==> config.mk <==
export PLATFORM = sky130hd
export DESIGN_NAME = svd_ctrl
export DESIGN_NICKNAME = d
export VERILOG_FILES = /design/src/design/svd_pkg.sv /design/src/design/svd_sync_if.sv /design/src/design/svd_sync.sv /design/src/design/svd_startup.sv /design/src/design/svd_ctrl.sv
export VERILOG_INCLUDE_DIRS = /design/src /design/src/design
export SDC_FILE = /design/constraint.sdc
export NUM_CORES = 1
export LEC_CHECK = 0
export ABC_AREA = 1
export ABC_CLOCK_PERIOD_IN_PS = 1900
export BUFFER_PORTS_ARGS = -buffer_cell sky130_fd_sc_hd__buf_2
export CORE_MARGIN = 8
export CORE_UTILIZATION = 54
export DETAILED_ROUTE_END_ITERATION = 7
export GPL_TIMING_DRIVEN = 0
export PLACE_DENSITY = 0.88
export SYNTH_ARGS = -nofsm -noshare
export SYNTH_HDL_FRONTEND = slang
export SYNTH_SLANG_ARGS = --single-unit
==> constraint.sdc <==
create_clock -name mclk -period 1.9 [get_ports mclk]
set_input_delay 0.19 -clock mclk [delete_from_list [all_inputs] [get_ports mclk]]
set_output_delay 0.19 -clock mclk [all_outputs]
set_load 0.1 [all_outputs]
==> src/design/svd_cfg.svh <==
// Offsets, field positions, reset values and timing for the supply voltage detector
`ifndef SVD_CFG_SVH
`define SVD_CFG_SVH

`define SVD_ADDR_W 12
`define SVD_DATA_W 8
`define SVD_CTRL_ADDR 12'hF85
`define SVD_FLAG_ADDR 12'hF86
`define SVD_MASK_ADDR 12'hF87
`define SVD_GIE_ADDR 12'hF88

`define SVD_DIR_BIT 7
`define SVD_BGS_BIT 6
`define SVD_REFS_BIT 5
`define SVD_EN_BIT 4
`define SVD_LVL_HI 3
`define SVD_LVL_LO 0
`define SVD_EVT_BIT 2
`define SVD_GIE_BIT 7

`define SVD_LVL_EXT 4'hF
`define SVD_RST_BYTE 8'h00
`define SVD_CTRL_WMASK 8'h9F

`define SVD_CLK_MHZ 200
`define SVD_STARTUP_NS 20000
`define SVD_STARTUP_CYC ((`SVD_STARTUP_NS * `SVD_CLK_MHZ + 999) / 1000)
`define SVD_SYNC_W 3

`endif

==> src/design/svd_pkg.sv <==
// Types shared by the supply voltage detector modules
`default_nettype none
`include "svd_cfg.svh"

package svd_pkg;
    typedef logic [`SVD_ADDR_W-1:0] svd_addr_t;
    typedef logic [`SVD_DATA_W-1:0] svd_byte_t;
    typedef enum logic [2:0] {
        SVD_OFF = 3'b001,
        SVD_SETTLE = 3'b010,
        SVD_READY = 3'b100
    } svd_state_e;
endpackage

`default_nettype wire

==> src/design/svd_sync_if.sv <==
// Carrier between the detector control and its input synchroniser
`timescale 1ns/1ps
`default_nettype none
`include "svd_cfg.svh"

interface svd_sync_if;
    logic [`SVD_SYNC_W-1:0] raw;
    logic [`SVD_SYNC_W-1:0] clean;
    modport ctrl (output raw, input clean);
    modport sync (input raw, output clean);
endinterface

`default_nettype wire

==> src/design/svd_sync.sv <==
// Three-stage synchroniser; a change is taken once stages two and three agree
`timescale 1ns/1ps
`default_nettype none
`include "svd_cfg.svh"

module svd_sync (
    // Clock and reset
    input wire logic mclk,
    input wire logic nrst,
    // Signals to clean
    svd_sync_if.sync sif
);
    import svd_pkg::*;

    logic [`SVD_SYNC_W-1:0] meta, stage2, stage3, clean;
    logic [`SVD_SYNC_W-1:0] next_meta, next_stage2, next_stage3, next_clean;

    // First stage feeds only the second stage
    genvar i;
    generate
        for (i = 0; i < `SVD_SYNC_W; i++) begin : g_bit
            always_comb begin
                next_meta[i] = sif.raw[i];
                next_stage2[i] = meta[i];
                next_stage3[i] = stage2[i];
                next_clean[i] = (stage2[i] == stage3[i]) ? stage3[i] : clean[i];
            end
        end
    endgenerate

    always_ff @(posedge mclk) begin
        if (!nrst) begin
            meta <= '0;
            stage2 <= '0;
            stage3 <= '0;
            clean <= '0;
        end else begin
            meta <= next_meta;
            stage2 <= next_stage2;
            stage3 <= next_stage3;
            clean <= next_clean;
        end
    end

    assign sif.clean = clean;
endmodule

`default_nettype wire

==> src/design/svd_startup.sv <==
// Reference start-up timer: reports the reference usable after each enable
`timescale 1ns/1ps
`default_nettype none
`include "svd_cfg.svh"

module svd_startup #(
    parameter int unsigned STARTUP_CYCLES = `SVD_STARTUP_CYC
) (
    // Clock and reset
    input wire logic mclk,
    input wire logic nrst,
    // Control and status
    input wire logic enable,
    input wire logic bandgap_stable,
    output logic reference_stable
);
    import svd_pkg::*;

    localparam int CW = $clog2(STARTUP_CYCLES + 1);
    localparam logic [CW-1:0] LAST = CW'(STARTUP_CYCLES - 1);

    svd_state_e state, next_state;
    logic [CW-1:0] cnt, next_cnt;

    always_comb begin
        next_state = state;
        next_cnt = cnt;
        case (state)
            SVD_OFF: begin
                next_cnt = '0;
                if (enable) begin
                    next_state = SVD_SETTLE;
                end
            end
            SVD_SETTLE: begin
                if (!enable) begin
                    next_state = SVD_OFF;
                end else if (cnt == LAST) begin
                    // Interval served; still wait for the band-gap to report stable
                    if (bandgap_stable) begin
                        next_state = SVD_READY;
                    end
                end else begin
                    next_cnt = cnt + CW'(1);
                end
            end
            SVD_READY: begin
                if (!enable) begin
                    next_state = SVD_OFF;
                end else if (!bandgap_stable) begin
                    next_state = SVD_SETTLE;
                    next_cnt = '0;
                end
            end
            default: begin
                next_state = SVD_OFF;
                next_cnt = '0;
            end
        endcase
    end

    always_ff @(posedge mclk) begin
        if (!nrst) begin
            state <= SVD_OFF;
            cnt <= '0;
        end else begin
            state <= next_state;
            cnt <= next_cnt;
        end
    end

    // Gated by the enable so a disable reads back as not stable on the very next cycle
    assign reference_stable = (state == SVD_READY) && enable;
endmodule

`default_nettype wire

==> src/design/svd_ctrl.sv <==
// Supply voltage detector control, status and interrupt logic
//
// How it works
// Direction bit 1 flags at/above trip point; 0 flags at/below it.
// Bit 6 is read-only, shows the band-gap references stable.
// Bit 5 is read-only, shows the detector may now raise its flag.
// Enable bit 4 powers the detector; clear powers it down.
// Each enable waits for stabilisation before the event flag may set.
// A trip-point hit from the enabled comparator sets the event flag.
// Control bits 3 to 0 pick the trip level for the analog divider.
// Level code 1111 routes the comparator from the external trip input.
// Software disables, writes level, sets direction, then enables.
// Software then clears a stale flag and sets both interrupt enables.
// The flag stays blocked until the start-up interval has run out.
// Detection keeps running in sleep; a hit sets the flag and wakes.
// Reset returns every register to zero, turning the detector off.
// Comparator and stability inputs are synchronised before use.
// Clearing the enable drops reference stable; start-up restarts later.
`timescale 1ns/1ps
`default_nettype none
`include "svd_cfg.svh"

module svd_ctrl #(
    parameter int unsigned STARTUP_CYCLES = `SVD_STARTUP_CYC
) (
    // Clock and reset
    input wire logic mclk,
    input wire logic nrst,
    // Register port
    input wire svd_pkg::svd_addr_t addr,
    input wire svd_pkg::svd_byte_t wdata,
    input wire logic wr,
    input wire logic rd,
    output svd_pkg::svd_byte_t rdata,
    // Analog section, asynchronous to mclk
    input wire logic cmp_internal_above,
    input wire logic cmp_external_above,
    input wire logic bandgap_ok,
    // Analog section controls
    output logic detector_power_en,
    output logic [3:0] trip_level_select,
    output logic external_trip_input_sel,
    // Interrupt and wake
    output logic irq,
    output logic wake_req
);
    import svd_pkg::*;

    // Control register fields
    logic direction_select, next_direction_select;
    logic monitor_enable, next_monitor_enable;
    logic [3:0] trip_level, next_trip_level;

    // Interrupt registers
    logic voltage_event_flag, next_voltage_event_flag;
    logic voltage_event_irq_enable, next_voltage_event_irq_enable;
    logic global_irq_enable, next_global_irq_enable;

    // Read path and outputs
    svd_byte_t next_rdata;
    logic next_irq;
    logic next_wake_req;
    logic next_power_en;
    logic [3:0] next_trip_out;
    logic next_ext_sel;

    // Synchronised analog status
    logic cmp_int_s, cmp_ext_s, bandgap_stable;
    logic reference_stable;
    logic use_external;
    logic level_above;
    logic trip_hit;
    logic event_set;

    // Register selects
    logic sel_ctrl, sel_flag, sel_mask, sel_gie;

    svd_sync_if sif ();

    function automatic logic hit_addr(input svd_addr_t a, input svd_addr_t reg_addr);
        hit_addr = (a == reg_addr);
    endfunction

    // Register selects, decoded once and shared by the write and read paths
    always_comb begin
        sel_ctrl = 1'b0;
        sel_flag = 1'b0;
        sel_mask = 1'b0;
        sel_gie = 1'b0;
        if (hit_addr(addr, `SVD_CTRL_ADDR)) begin
            sel_ctrl = 1'b1;
        end else if (hit_addr(addr, `SVD_FLAG_ADDR)) begin
            sel_flag = 1'b1;
        end else if (hit_addr(addr, `SVD_MASK_ADDR)) begin
            sel_mask = 1'b1;
        end else if (hit_addr(addr, `SVD_GIE_ADDR)) begin
            sel_gie = 1'b1;
        end
        // Any other address selects nothing: writes drop, reads return zero
    end

    // Analog lines cross into mclk before anything looks at them
    assign sif.raw = {bandgap_ok, cmp_external_above, cmp_internal_above};

    svd_sync u_sync (
        .mclk(mclk),
        .nrst(nrst),
        .sif(sif)
    );

    assign cmp_int_s = sif.clean[0];
    assign cmp_ext_s = sif.clean[1];
    assign bandgap_stable = sif.clean[2];

    svd_startup #(
        .STARTUP_CYCLES(STARTUP_CYCLES)
    ) u_startup (
        .mclk(mclk),
        .nrst(nrst),
        .enable(monitor_enable),
        .bandgap_stable(bandgap_stable),
        .reference_stable(reference_stable)
    );

    // Comparator source and direction of the excursion
    always_comb begin
        use_external = (trip_level == `SVD_LVL_EXT);
        level_above = use_external ? cmp_ext_s : cmp_int_s;
        // The comparator resolves equality towards the watched direction
        trip_hit = direction_select ? level_above : !level_above;
        // Sleep does not gate this path, so a hit still lands while asleep
        event_set = monitor_enable && reference_stable && trip_hit;
    end

    // Control register
    always_comb begin
        next_direction_select = direction_select;
        next_monitor_enable = monitor_enable;
        next_trip_level = trip_level;
        if (wr && sel_ctrl) begin
            // Status bits 6 and 5 are read-only and ignore writes
            next_direction_select = wdata[`SVD_DIR_BIT];
            next_monitor_enable = wdata[`SVD_EN_BIT];
            next_trip_level = wdata[`SVD_LVL_HI:`SVD_LVL_LO];
        end
    end

    always_ff @(posedge mclk) begin
        if (!nrst) begin
            direction_select <= 1'b0;
            monitor_enable <= 1'b0;
            trip_level <= 4'h0;
        end else begin
            direction_select <= next_direction_select;
            monitor_enable <= next_monitor_enable;
            trip_level <= next_trip_level;
        end
    end

    // Interrupt status, mask and global enable
    always_comb begin
        next_voltage_event_flag = voltage_event_flag;
        next_voltage_event_irq_enable = voltage_event_irq_enable;
        next_global_irq_enable = global_irq_enable;
        if (wr && sel_flag && wdata[`SVD_EVT_BIT]) begin
            next_voltage_event_flag = 1'b0;
        end
        // A hit in the clearing cycle wins, so no event is lost
        if (event_set) begin
            next_voltage_event_flag = 1'b1;
        end
        if (wr && sel_mask) begin
            next_voltage_event_irq_enable = wdata[`SVD_EVT_BIT];
        end
        if (wr && sel_gie) begin
            next_global_irq_enable = wdata[`SVD_GIE_BIT];
        end
    end

    always_ff @(posedge mclk) begin
        if (!nrst) begin
            voltage_event_flag <= 1'b0;
            voltage_event_irq_enable <= 1'b0;
            global_irq_enable <= 1'b0;
        end else begin
            voltage_event_flag <= next_voltage_event_flag;
            voltage_event_irq_enable <= next_voltage_event_irq_enable;
            global_irq_enable <= next_global_irq_enable;
        end
    end

    // Read path: data stand only in the cycle after the strobe
    always_comb begin
        next_rdata = `SVD_RST_BYTE;
        if (rd) begin
            if (sel_ctrl) begin
                next_rdata[`SVD_DIR_BIT] = direction_select;
                next_rdata[`SVD_BGS_BIT] = bandgap_stable;
                next_rdata[`SVD_REFS_BIT] = reference_stable;
                next_rdata[`SVD_EN_BIT] = monitor_enable;
                next_rdata[`SVD_LVL_HI:`SVD_LVL_LO] = trip_level;
            end else if (sel_flag) begin
                next_rdata[`SVD_EVT_BIT] = voltage_event_flag;
            end else if (sel_mask) begin
                next_rdata[`SVD_EVT_BIT] = voltage_event_irq_enable;
            end else if (sel_gie) begin
                next_rdata[`SVD_GIE_BIT] = global_irq_enable;
            end
        end
    end

    // Zero outside the answer cycle keeps a shared read bus quiet
    always_ff @(posedge mclk) begin
        if (!nrst) begin
            rdata <= `SVD_RST_BYTE;
        end else begin
            rdata <= next_rdata;
        end
    end

    // Analog controls follow the control register on the same edge
    always_comb begin
        next_power_en = next_monitor_enable;
        next_trip_out = next_trip_level;
        next_ext_sel = (next_trip_level == `SVD_LVL_EXT);
    end

    always_ff @(posedge mclk) begin
        if (!nrst) begin
            detector_power_en <= 1'b0;
            trip_level_select <= 4'h0;
            external_trip_input_sel <= 1'b0;
        end else begin
            detector_power_en <= next_power_en;
            trip_level_select <= next_trip_out;
            external_trip_input_sel <= next_ext_sel;
        end
    end

    // Interrupt outputs from flip-flops, so a decode glitch never reaches the pins
    always_comb begin
        // Wake ignores the global enable; only the interrupt itself needs it
        next_wake_req = next_voltage_event_flag && next_voltage_event_irq_enable;
        next_irq = next_wake_req && next_global_irq_enable;
    end

    always_ff @(posedge mclk) begin
        if (!nrst) begin
            wake_req <= 1'b0;
            irq <= 1'b0;
        end else begin
            wake_req <= next_wake_req;
            irq <= next_irq;
        end
    end
endmodule

`default_nettype wire

# After elaboration in Yosys (flattened, before gate mapping)
# Index checks and enable logic that the tools add are counted.
totals:
  register_bits: 47
  inputBits: 27
classes:
  n_addsub: 1
  eq_ne: 21
  muxes: 36
  n_reduce_logical: 15
op_table:
  columns: ["op", "n"]
  rows:
  - ["equality test 12 bit, second input constant", 5]
  - ["2-to-1 mux 12 bit", 4]
  - ["case mux 12 bit (2 select lines)", 1]
  - ["2-to-1 mux 1 bit", 23]
  - ["2-to-1 mux 3 bit", 6]
  - ["adder 12 x 1 -> 12 bit, second input constant", 1]
  - ["logical AND 1 bit", 10]
  - ["inequality test 2 bit, second input constant", 5]
  - ["case mux 3 bit (3 select lines)", 1]
  - ["equality test 4 bit, second input constant", 2]
  - ["AND reduction 4 bit", 2]
  - ["inequality test 3 bit, second input constant", 2]
  - ["2-to-1 mux 4 bit", 1]
  - ["equality test 1 bit", 3]
  - ["equality test 3 x 1 -> 1 bit, second input constant", 1]
  - ["equality test 3 x 2 -> 1 bit, second input constant", 1]
  - ["equality test 3 bit, second input constant", 1]
  - ["inequality test 3 x 2 -> 1 bit, second input constant", 1]
  - ["AND reduction 3 bit", 1]
  - ["AND reduction 2 bit", 1]
  - ["zero test 1 bit", 1]

# Logic depth before layout (Yosys ltp)
# Gate-level depths: netlist of the first run.
logic_depth:
  ltp_word: 9
  mapped_depth: 10

# By module
# From an unflattened synthesis of the first run, not the netlist that was laid out.
unflattened:
  hier_cells: 319
  area_unflattened_um2: 2240.9
modules_own_cells:
  columns: ["module", "n_inst", "cells_per_inst", "area_each_um2", "seq_area_each_um2"]
  rows:
  - ["svd_startup", 1, 154, 958.4, 300.3]
  - ["svd_ctrl", 1, 125, 915.9, 400.4]
  - ["svd_sync", 1, 40, 366.6, 240.2]

# Worst setup path before layout of the first run
# OpenSTA, ideal clock, no wires.
synth_path:
  kind: "register to register"
  startpoint: "reg detector_power_en (netlist name)"
  endpoint: "reg u_startup.cnt[5]"
  setup_time_ns: 0.136
  arrival_ns: 1.743
  required_ns: 1.764
  slack_ns: 0.021
  path_stages_with_launch: 7
  n_path_buf: 1
  period_less_slack_ns: 1.879
  cell_sequence: "dfxtp_1 -> inv_1 -> nand2_1 -> nand3_2 -> buf_6 -> nand2_1 -> a21oi_2"
synth_lines:
  columns: ["item", "line_no", "text"]
  rows:
  - ["end signal, assigned", "svd_startup.sv:68", "cnt <= next_cnt;"]
  - ["end, declared", "svd_startup.sv:23", "logic [CW-1:0] cnt, next_cnt;"]

# Final worst setup path of the first run
layout_path:
  startpoint: "reg u_startup.cnt[0]"
  endpoint: "reg u_startup.cnt[11]"
layout_between:
  elab_chain_len: 4
layout_rtl:
  columns: ["item", "line_no", "text"]
  rows:
  - ["adder 12 x 1 -> 12 bit", "svd_startup.sv:44", "next_cnt = cnt + CW'(1);"]
  - ["2-to-1 mux 12 bit", "svd_startup.sv:38", "end else if (cnt == LAST) begin"]
  - ["2-to-1 mux 12 bit", "svd_startup.sv:36", "if (!enable) begin"]
  - ["case mux 12 bit (2 select lines)", "svd_startup.sv:28", "case (state)"]
# Parallel ways exist; a longest one is shown, timed or not. The select of a mux whose other input is x is not followed.
# A chain may end at the register's enable or synchronous reset.

==> flow_metrics.tcl, run 1 <==
set metrics [dict create \
    outcome "finished clean" \
    worstSetupPathType "flip-flop to flip-flop" \
    ys_seq_area_share_pct 42.6 \
    grt_pass1_wl_um 8590 \
    relSlewSlack_pct 61.4 \
    dpl.hpwl_um 3740 \
    cts_resized 0 \
    diodes 0 \
    cap_violations 0 \
    hold_slack_ns 0.0603 \
    finalSetupTns_ns 0 \
    final_nets 398 \
    cp-startpoint "u_startup.cnt[0]" \
    dpl_cell_area_mm2 0.00247 \
    dp_cells 413 \
    cellLeakagePower_nw 1.15 \
    rsz0062_at_grt "false" \
    hold_path_depth 3 \
    worstMarginPinSlew_ns 0.579 \
    finalHoldViolations 0 \
    arrival_ns 1.78 \
    place_congestion 0.887 \
    grt.overflow.total 0 \
    globalRouteTotalUtil_pct 16.5 \
    post-route-util_pct 64.5 \
    portBuffers 39 \
    p_per_area_mw_per_mm2 695 \
    via_per_inst 5.07 \
    cts_buffers 5 \
    cts_root_buf "clkbuf_8" \
    fin_crit_sh_pct 85.0 \
    critPathLaunchType "flip-flop" \
    r2r_slack_ns 0.29 \
    grt_max_degree 17 \
    postCtsHoldBufs 0 \
    syn_to_final_growth_pct 15.9 \
    grt_pass1_vias 2119 \
    final_area_mm2 0.00256 \
    wl_per_cell_um 11.8 \
    syn-cell-area_mm2 0.00221 \
    finalWirelength_um 4980 \
    ant_nets 0 \
    setup_viol 0 \
    clock.fmax_mhz 619 \
    io_pins 43 \
    cts.clk_slew.worst_paths_ns 0.09 \
    cts_tree "yes" \
    drive_above_1_share_pct 17.8 \
    post_cts_buffers 0 \
    reg2reg_to "u_startup.cnt[11]" \
    final_common_cell "nand2_1" \
    crit_required_ns 2.07 \
    ff2ff_path_depth 8 \
    yosys_warnings 0 \
    clock-sinks 47 \
    worstHoldStart "cmp_external_above" \
    die_w_um 80.0 \
    synthCells 324 \
    drtIter0Drc 133 \
    htree_levels 2 \
    firstDrtPassIters 4 \
    clk_latency_ns 0.31 \
    hp-class "input pin to flip-flop" \
    synth_area_leader_cell "dfxtp_1" \
    whs_endpoint "u_sync.meta[1]" \
    synthTopCellsByArea "dfxtp_1 43%, nand2_1 14%, inv_1 8.0%" \
    start_util_pct 55.6 \
    die_h_um 80.0 \
    die_area_mm2 0.00639 \
    syn_nets 352 \
    synth_top_area_share_pct 42.6 \
    ys_types 28 \
    cp-end-kind "flip-flop" \
    drc_errors 0 \
    fin_skew_ns 0.00850 \
    core_area_mm2 0.00397 \
    drv_slew 0 \
    antenna_found_initial 0 \
    num_vias 2133 \
    cts.path.max_buffers 2 \
    syn_avg_cell_area_um2 6.82 \
    most-common-layout-cells "85 x nand2_1, 47 x inv_1, 47 x dfxtp_1, 41 x nor2_1, 40 x buf_2" \
    timing.rr.start "u_startup.cnt[0]" \
    period_minus_slack_ns 1.61 \
    critical_path.max_fanout 9 \
    ys_seq_elements 47 \
    ir_worst_vdd_mv 0.614 \
    num_rows 23 \
    final_cells 421 \
]
-- critical path, cell delays in order (launching register included) --
cell and delay [ns]:
dfxtp_1 0.40, ha_1 0.25, nand3_2 0.11, nor2_2 0.17
nand3_2 0.11, nand2_1 0.13, nand2_2 0.14, nand2_1 0.12
a21oi_2 0.05
-- registers in the layout (all words and copies together), names as in the netlist --
| signal | cells |
|---|---|
| voltage_event_irq_enable | 1 |
| detector_power_en | 1 |
| u_startup.cnt | 12 |
| global_irq_enable | 1 |
| rdata | 8 |
| u_sync.next_stage3 | 3 |
| external_trip_input_sel | 1 |
| u_sync.stage3 | 3 |
| trip_level_select | 4 |
| u_sync.sif.clean | 3 |
| irq | 1 |
| u_startup.state | 3 |
| direction_select | 1 |
| u_sync.meta | 3 |
| wake_req | 1 |
| voltage_event_flag | 1 |
-- metrics by stage --
stage	setup slack [ns]	power, W
4_1_cts	0.287	0.00180
6_report	0.285	0.00178
3_5_place_dp	0.313	0.00119
5_1_grt	0.145	0.00187
2_1_floorplan	0.0209	0.00113
3_3_place_gp	0.347	0.00118
-- logic make-up after synthesis --
family,synth area share [%]
AOI/OAI and AO/OA,9.85
buffers and inverters,10.1
adders and majority gates,0.566
xor gates and xnor gates,1.98
DFF,42.6
and+or+nand+nor,34.9
-- cell type report --
cell class | count | area, um^2
plain buffers | 7 | 38.8
clock buffers | 5 | 68.8
clock inverters | 3 | 23.8
fillers | 366 | 1410
inverters | 49 | 184
multi-input cells | 221 | 1050
flip-flops and latches | 47 | 941
well taps | 50 | 62.6
repair buffers | 39 | 195
-- synthesized netlist by cell type --
library cell / n
buf_4: 1
nand3b_1: 1
or2_2: 1
xnor2_1: 1
nand4_1: 15
a21oi_2: 5
clkbuf_1: 4
o211ai_1: 1
inv_1: 47
nand2_2: 1
buf_2: 1
ha_1: 1
o21ai_1: 2
dfxtp_1: 47
nand2_1: 85
buf_6: 1
inv_2: 1
nor3_2: 1
o21ai_0: 14
clkinv_1: 1
xor2_1: 4
nor3_1: 5
nor2_2: 4
a31oi_1: 1
nor2_1: 41
nand3_1: 19
nand3_2: 3
a21oi_1: 16
-- routing by layer --
| layer | part of all wire (%) | global-route usage (%) | wire, um | vias up |
|---|---|---|---|---|
| met5 | 0 | 0 | 0 | - |
| met4 | 2.1 | 8.18 | 106 | 0 |
| met3 | 5.2 | 4.95 | 261 | 10 |
| met2 | 49 | 28.7 | 2430 | 42 |
| met1 | 44 | 17.5 | 2190 | 966 |
| li1 | - | - | - | 1115 |
-- worst max-delay path by stage --
stage,depth (start not counted),endpoint,slack (ns)
final,8,u_startup.cnt[11],0.29
after global routing,8,u_startup.cnt[11],0.15
after CTS,8,u_startup.cnt[11],0.29
after detailed placement,8,u_startup.cnt[11],0.31
after global placement,8,u_startup.cnt[11],0.35
after floorplan,6,u_startup.cnt[5],0.02
-- power by group --
part / total, W / internal (W) / switching, W
combinational: 0.000144 / 0.0000554 / 0.0000887
clock: 0.000616 / 0.000263 / 0.000353
sequential: 0.00102 / 0.00101 / 0.0000136
Power figures use the tool's default switching activity.
==> run 2: changes to the inputs <==
Settings changed: ABC_CLOCK_PERIOD_IN_PS 1900 to 1400, CORE_UTILIZATION 54 to 49, PLACE_DENSITY 0.88 to 0.85.
Clock period 1.9 ns to 1.4 ns, I/O delays scaled along.
==> run 2 against run 1 <==
The flow now finishes with violations (setup timing). Non-clock buffer count is 8 higher. Via count grew 9.5%. Flip-flop and latch count unchanged. Critical path depth stayed put. Wire length rose by 21%. Highest routed layer unchanged.
==> flow_metrics.tcl, run 2 (synthesis gave the netlist of run 1 again) <==
set metrics [dict create \
    outcome "finished with violations" \
    violations "setup timing" \
    rsz0062_at_grt "true" \
    ff2ff_path_depth 8 \
    crit_required_ns 1.63 \
    io_pins 43 \
    antenna_found_initial 0 \
    most-common-layout-cells "74 x nand2_1, 46 x inv_1, 40 x nor2_1, 39 x buf_2, 32 x dfxtp_1" \
    relSlewSlack_pct 55.1 \
    cp-end-kind "flip-flop" \
    diodes 0 \
    drc_errors 0 \
    period_minus_slack_ns 1.48 \
    htree_levels 2 \
    switching_share_pct 27.2 \
    drtIter0Drc 172 \
    worstHoldStart "cmp_internal_above" \
    reg_top3 "u_startup.cnt: 12 flops, rdata: 8 flops, trip_level_select: 4 flops" \
    critical_path.max_fanout 4 \
    worstSetupPathType "flip-flop to flip-flop" \
    cpMostUsedCell "nand2_1" \
    whs_endpoint "u_sync.meta[0]" \
    worst_slack_ns -0.0810 \
    critical_path.cell_chain "nand2_1, nor2_1, nand3_1, nand2_1, nand2_1, nor2_1, nand2_1, a21oi_1" \
    cap_violations 0 \
    die_area_mm2 0.00691 \
    grt_pass1_vias 2035 \
    via_per_inst 5.42 \
    p_per_area_mw_per_mm2 892 \
    setup_viol 12 \
    power.switching_w 0.000672 \
    hp-class "input pin to flip-flop" \
    grt.overflow.total 0 \
    place_congestion 0.889 \
    cellLeakagePower_nw 1.22 \
    ant_nets 0 \
    cts_buffers 5 \
    p_int_w 0.00180 \
    hold_path_depth 3 \
    largest_reg_flops 12 \
    reg2reg_to "u_startup.cnt[9]" \
    finalHoldViolations 0 \
    num_vias 2335 \
    clock-sinks 47 \
    arrival_ns 1.71 \
    pwr-share-clk_pct 35.4 \
    worstMarginPinSlew_ns 0.673 \
    portBuffers 39 \
    firstDrtPassIters 5 \
    num_rows 24 \
    start_util_pct 50.7 \
    fin_crit_sh_pct 106 \
    critPathLaunchType "flip-flop" \
    clock.fmax_mhz 675 \
    finalSetupTns_ns -0.370 \
    cts.path.max_buffers 2 \
    dpl.hpwl_um 3790 \
    drive_above_1_share_pct 27.7 \
    cts_tree "yes" \
    core_area_mm2 0.00435 \
    grt_pass1_wl_um 9220 \
    max_flop_register "u_startup.cnt" \
    r2r_slack_ns -0.08 \
    finalWirelength_um 6010 \
    wl_per_cell_um 13.9 \
    final_area_mm2 0.00278 \
    cts.clk_slew.worst_paths_ns 0.10 \
    dpl_cell_area_mm2 0.00249 \
    critPathSlowestCell "dfxtp_1" \
    final_nets 406 \
    p_comb_share_pct 8.9 \
    cts_root_buf "clkbuf_8" \
    timing.rr.start "u_startup.cnt[4]" \
    globalRouteTotalUtil_pct 15.6 \
    die_h_um 83.2 \
    final_common_cell "nand2_1" \
    fin_skew_ns 0.0121 \
    ir_worst_vdd_mv 0.683 \
    seqPwrFrac_pct 55.8 \
    die_w_um 83.2 \
    drv_slew 0 \
    cpPeakStageDelay_ns 0.45 \
    syn_to_final_growth_pct 25.6 \
    clk_latency_ns 0.31 \
    grt_max_degree 18 \
]
run 2: cell count changes in the layout (fill, tap and decap cells not counted), sizes merged:
cell,before,now
inv,49,50
buf,42,48
dlygate4sd3,0,1
clkinvlp,2,1
clkbuf,9,10
run 2: cell type report:
type / instances / area (um^2)
repair buffers: 47 / 262
plain buffers: 7 / 45.0
fillers: 352 / 1580
multi-input cells: 221 / 1150
inverters: 49 / 184
well taps: 52 / 65.1
flip-flops and latches: 47 / 975
clock buffers: 5 / 68.8
clock inverters: 3 / 27.5
run 2: what timing repair did:
| action | in CTS | in global routing |
|---|---|---|
| pin swaps | 2 | 14 |
| hold buffers | 1 | 0 |
| buffers inserted | 3 | 3 |
| setup endpoints to repair | 13 | 14 |
| resized for setup | 15 | 28 |
| endpoints found under the hold margin | 1 | 0 |
| cloned | 1 | 0 |
run 2: worst max path at each step:
| stage | end | startpoint | slack (ns) | cells after the start |
|---|---|---|---|---|
| after floorplan | u_startup.cnt[5] | u_startup.cnt[0] | 0.005 | 8 |
| after global placement | u_startup.cnt[11] | u_startup.cnt[0] | -0.17 | 8 |
| after detailed placement | u_startup.cnt[8] | u_startup.cnt[0] | -0.19 | 8 |
| after CTS | u_startup.cnt[8] | u_startup.cnt[0] | 0.001 | 8 |
| after global routing | u_startup.cnt[9] | u_startup.cnt[1] | -0.14 | 8 |
| final | u_startup.cnt[9] | u_startup.cnt[4] | -0.08 | 8 |
run 2: power groups by stage:
stage	combinational, W	sequential (W)	clock [W]
6_report	0.000219	0.00138	0.000876
5_1_grt	0.000243	0.00138	0.000953
4_1_cts	0.000207	0.00137	0.000882
3_5_place_dp	0.000196	0.00141	0
3_3_place_gp	0.000186	0.00141	0
2_1_floorplan	0.000128	0.00140	0
run 2: metal layers:
metal	track usage, %	part of all wire [%]	vias to the layer above
met5	0	0	-
met4	6.55	2.5	0
met3	4.79	8.4	26
met2	26.1	49	120
met1	18.0	40	1049
li1	-	-	1140
run 2: metrics by stage:
| step | cells | worst slack (ns) | utilization (%) | hold slack [ns] | total power [W] |
|---|---|---|---|---|---|
| 2_1_floorplan | 324 | 0.00502 | - | 0.238 | 0.00153 |
| 3_3_place_gp | 415 | -0.168 | 57.2 | 0.322 | 0.00159 |
| 3_5_place_dp | 415 | -0.191 | 57.2 | 0.328 | 0.00160 |
| 4_1_cts | 428 | 0.00144 | 61.3 | 0.00940 | 0.00246 |
| 5_1_grt | 431 | -0.137 | 63.7 | 0.000517 | 0.00258 |
| 6_report | 431 | -0.0810 | 63.7 | 0.00865 | 0.00248 |
run 2: worst max-delay path, delay by kind of cell, from the launching register on:
kind	cells	cell delay, ns
AO/OA/AOI/OAI	1	0.15
AND/OR/NAND/NOR	7	0.80
flip-flops	1	0.45
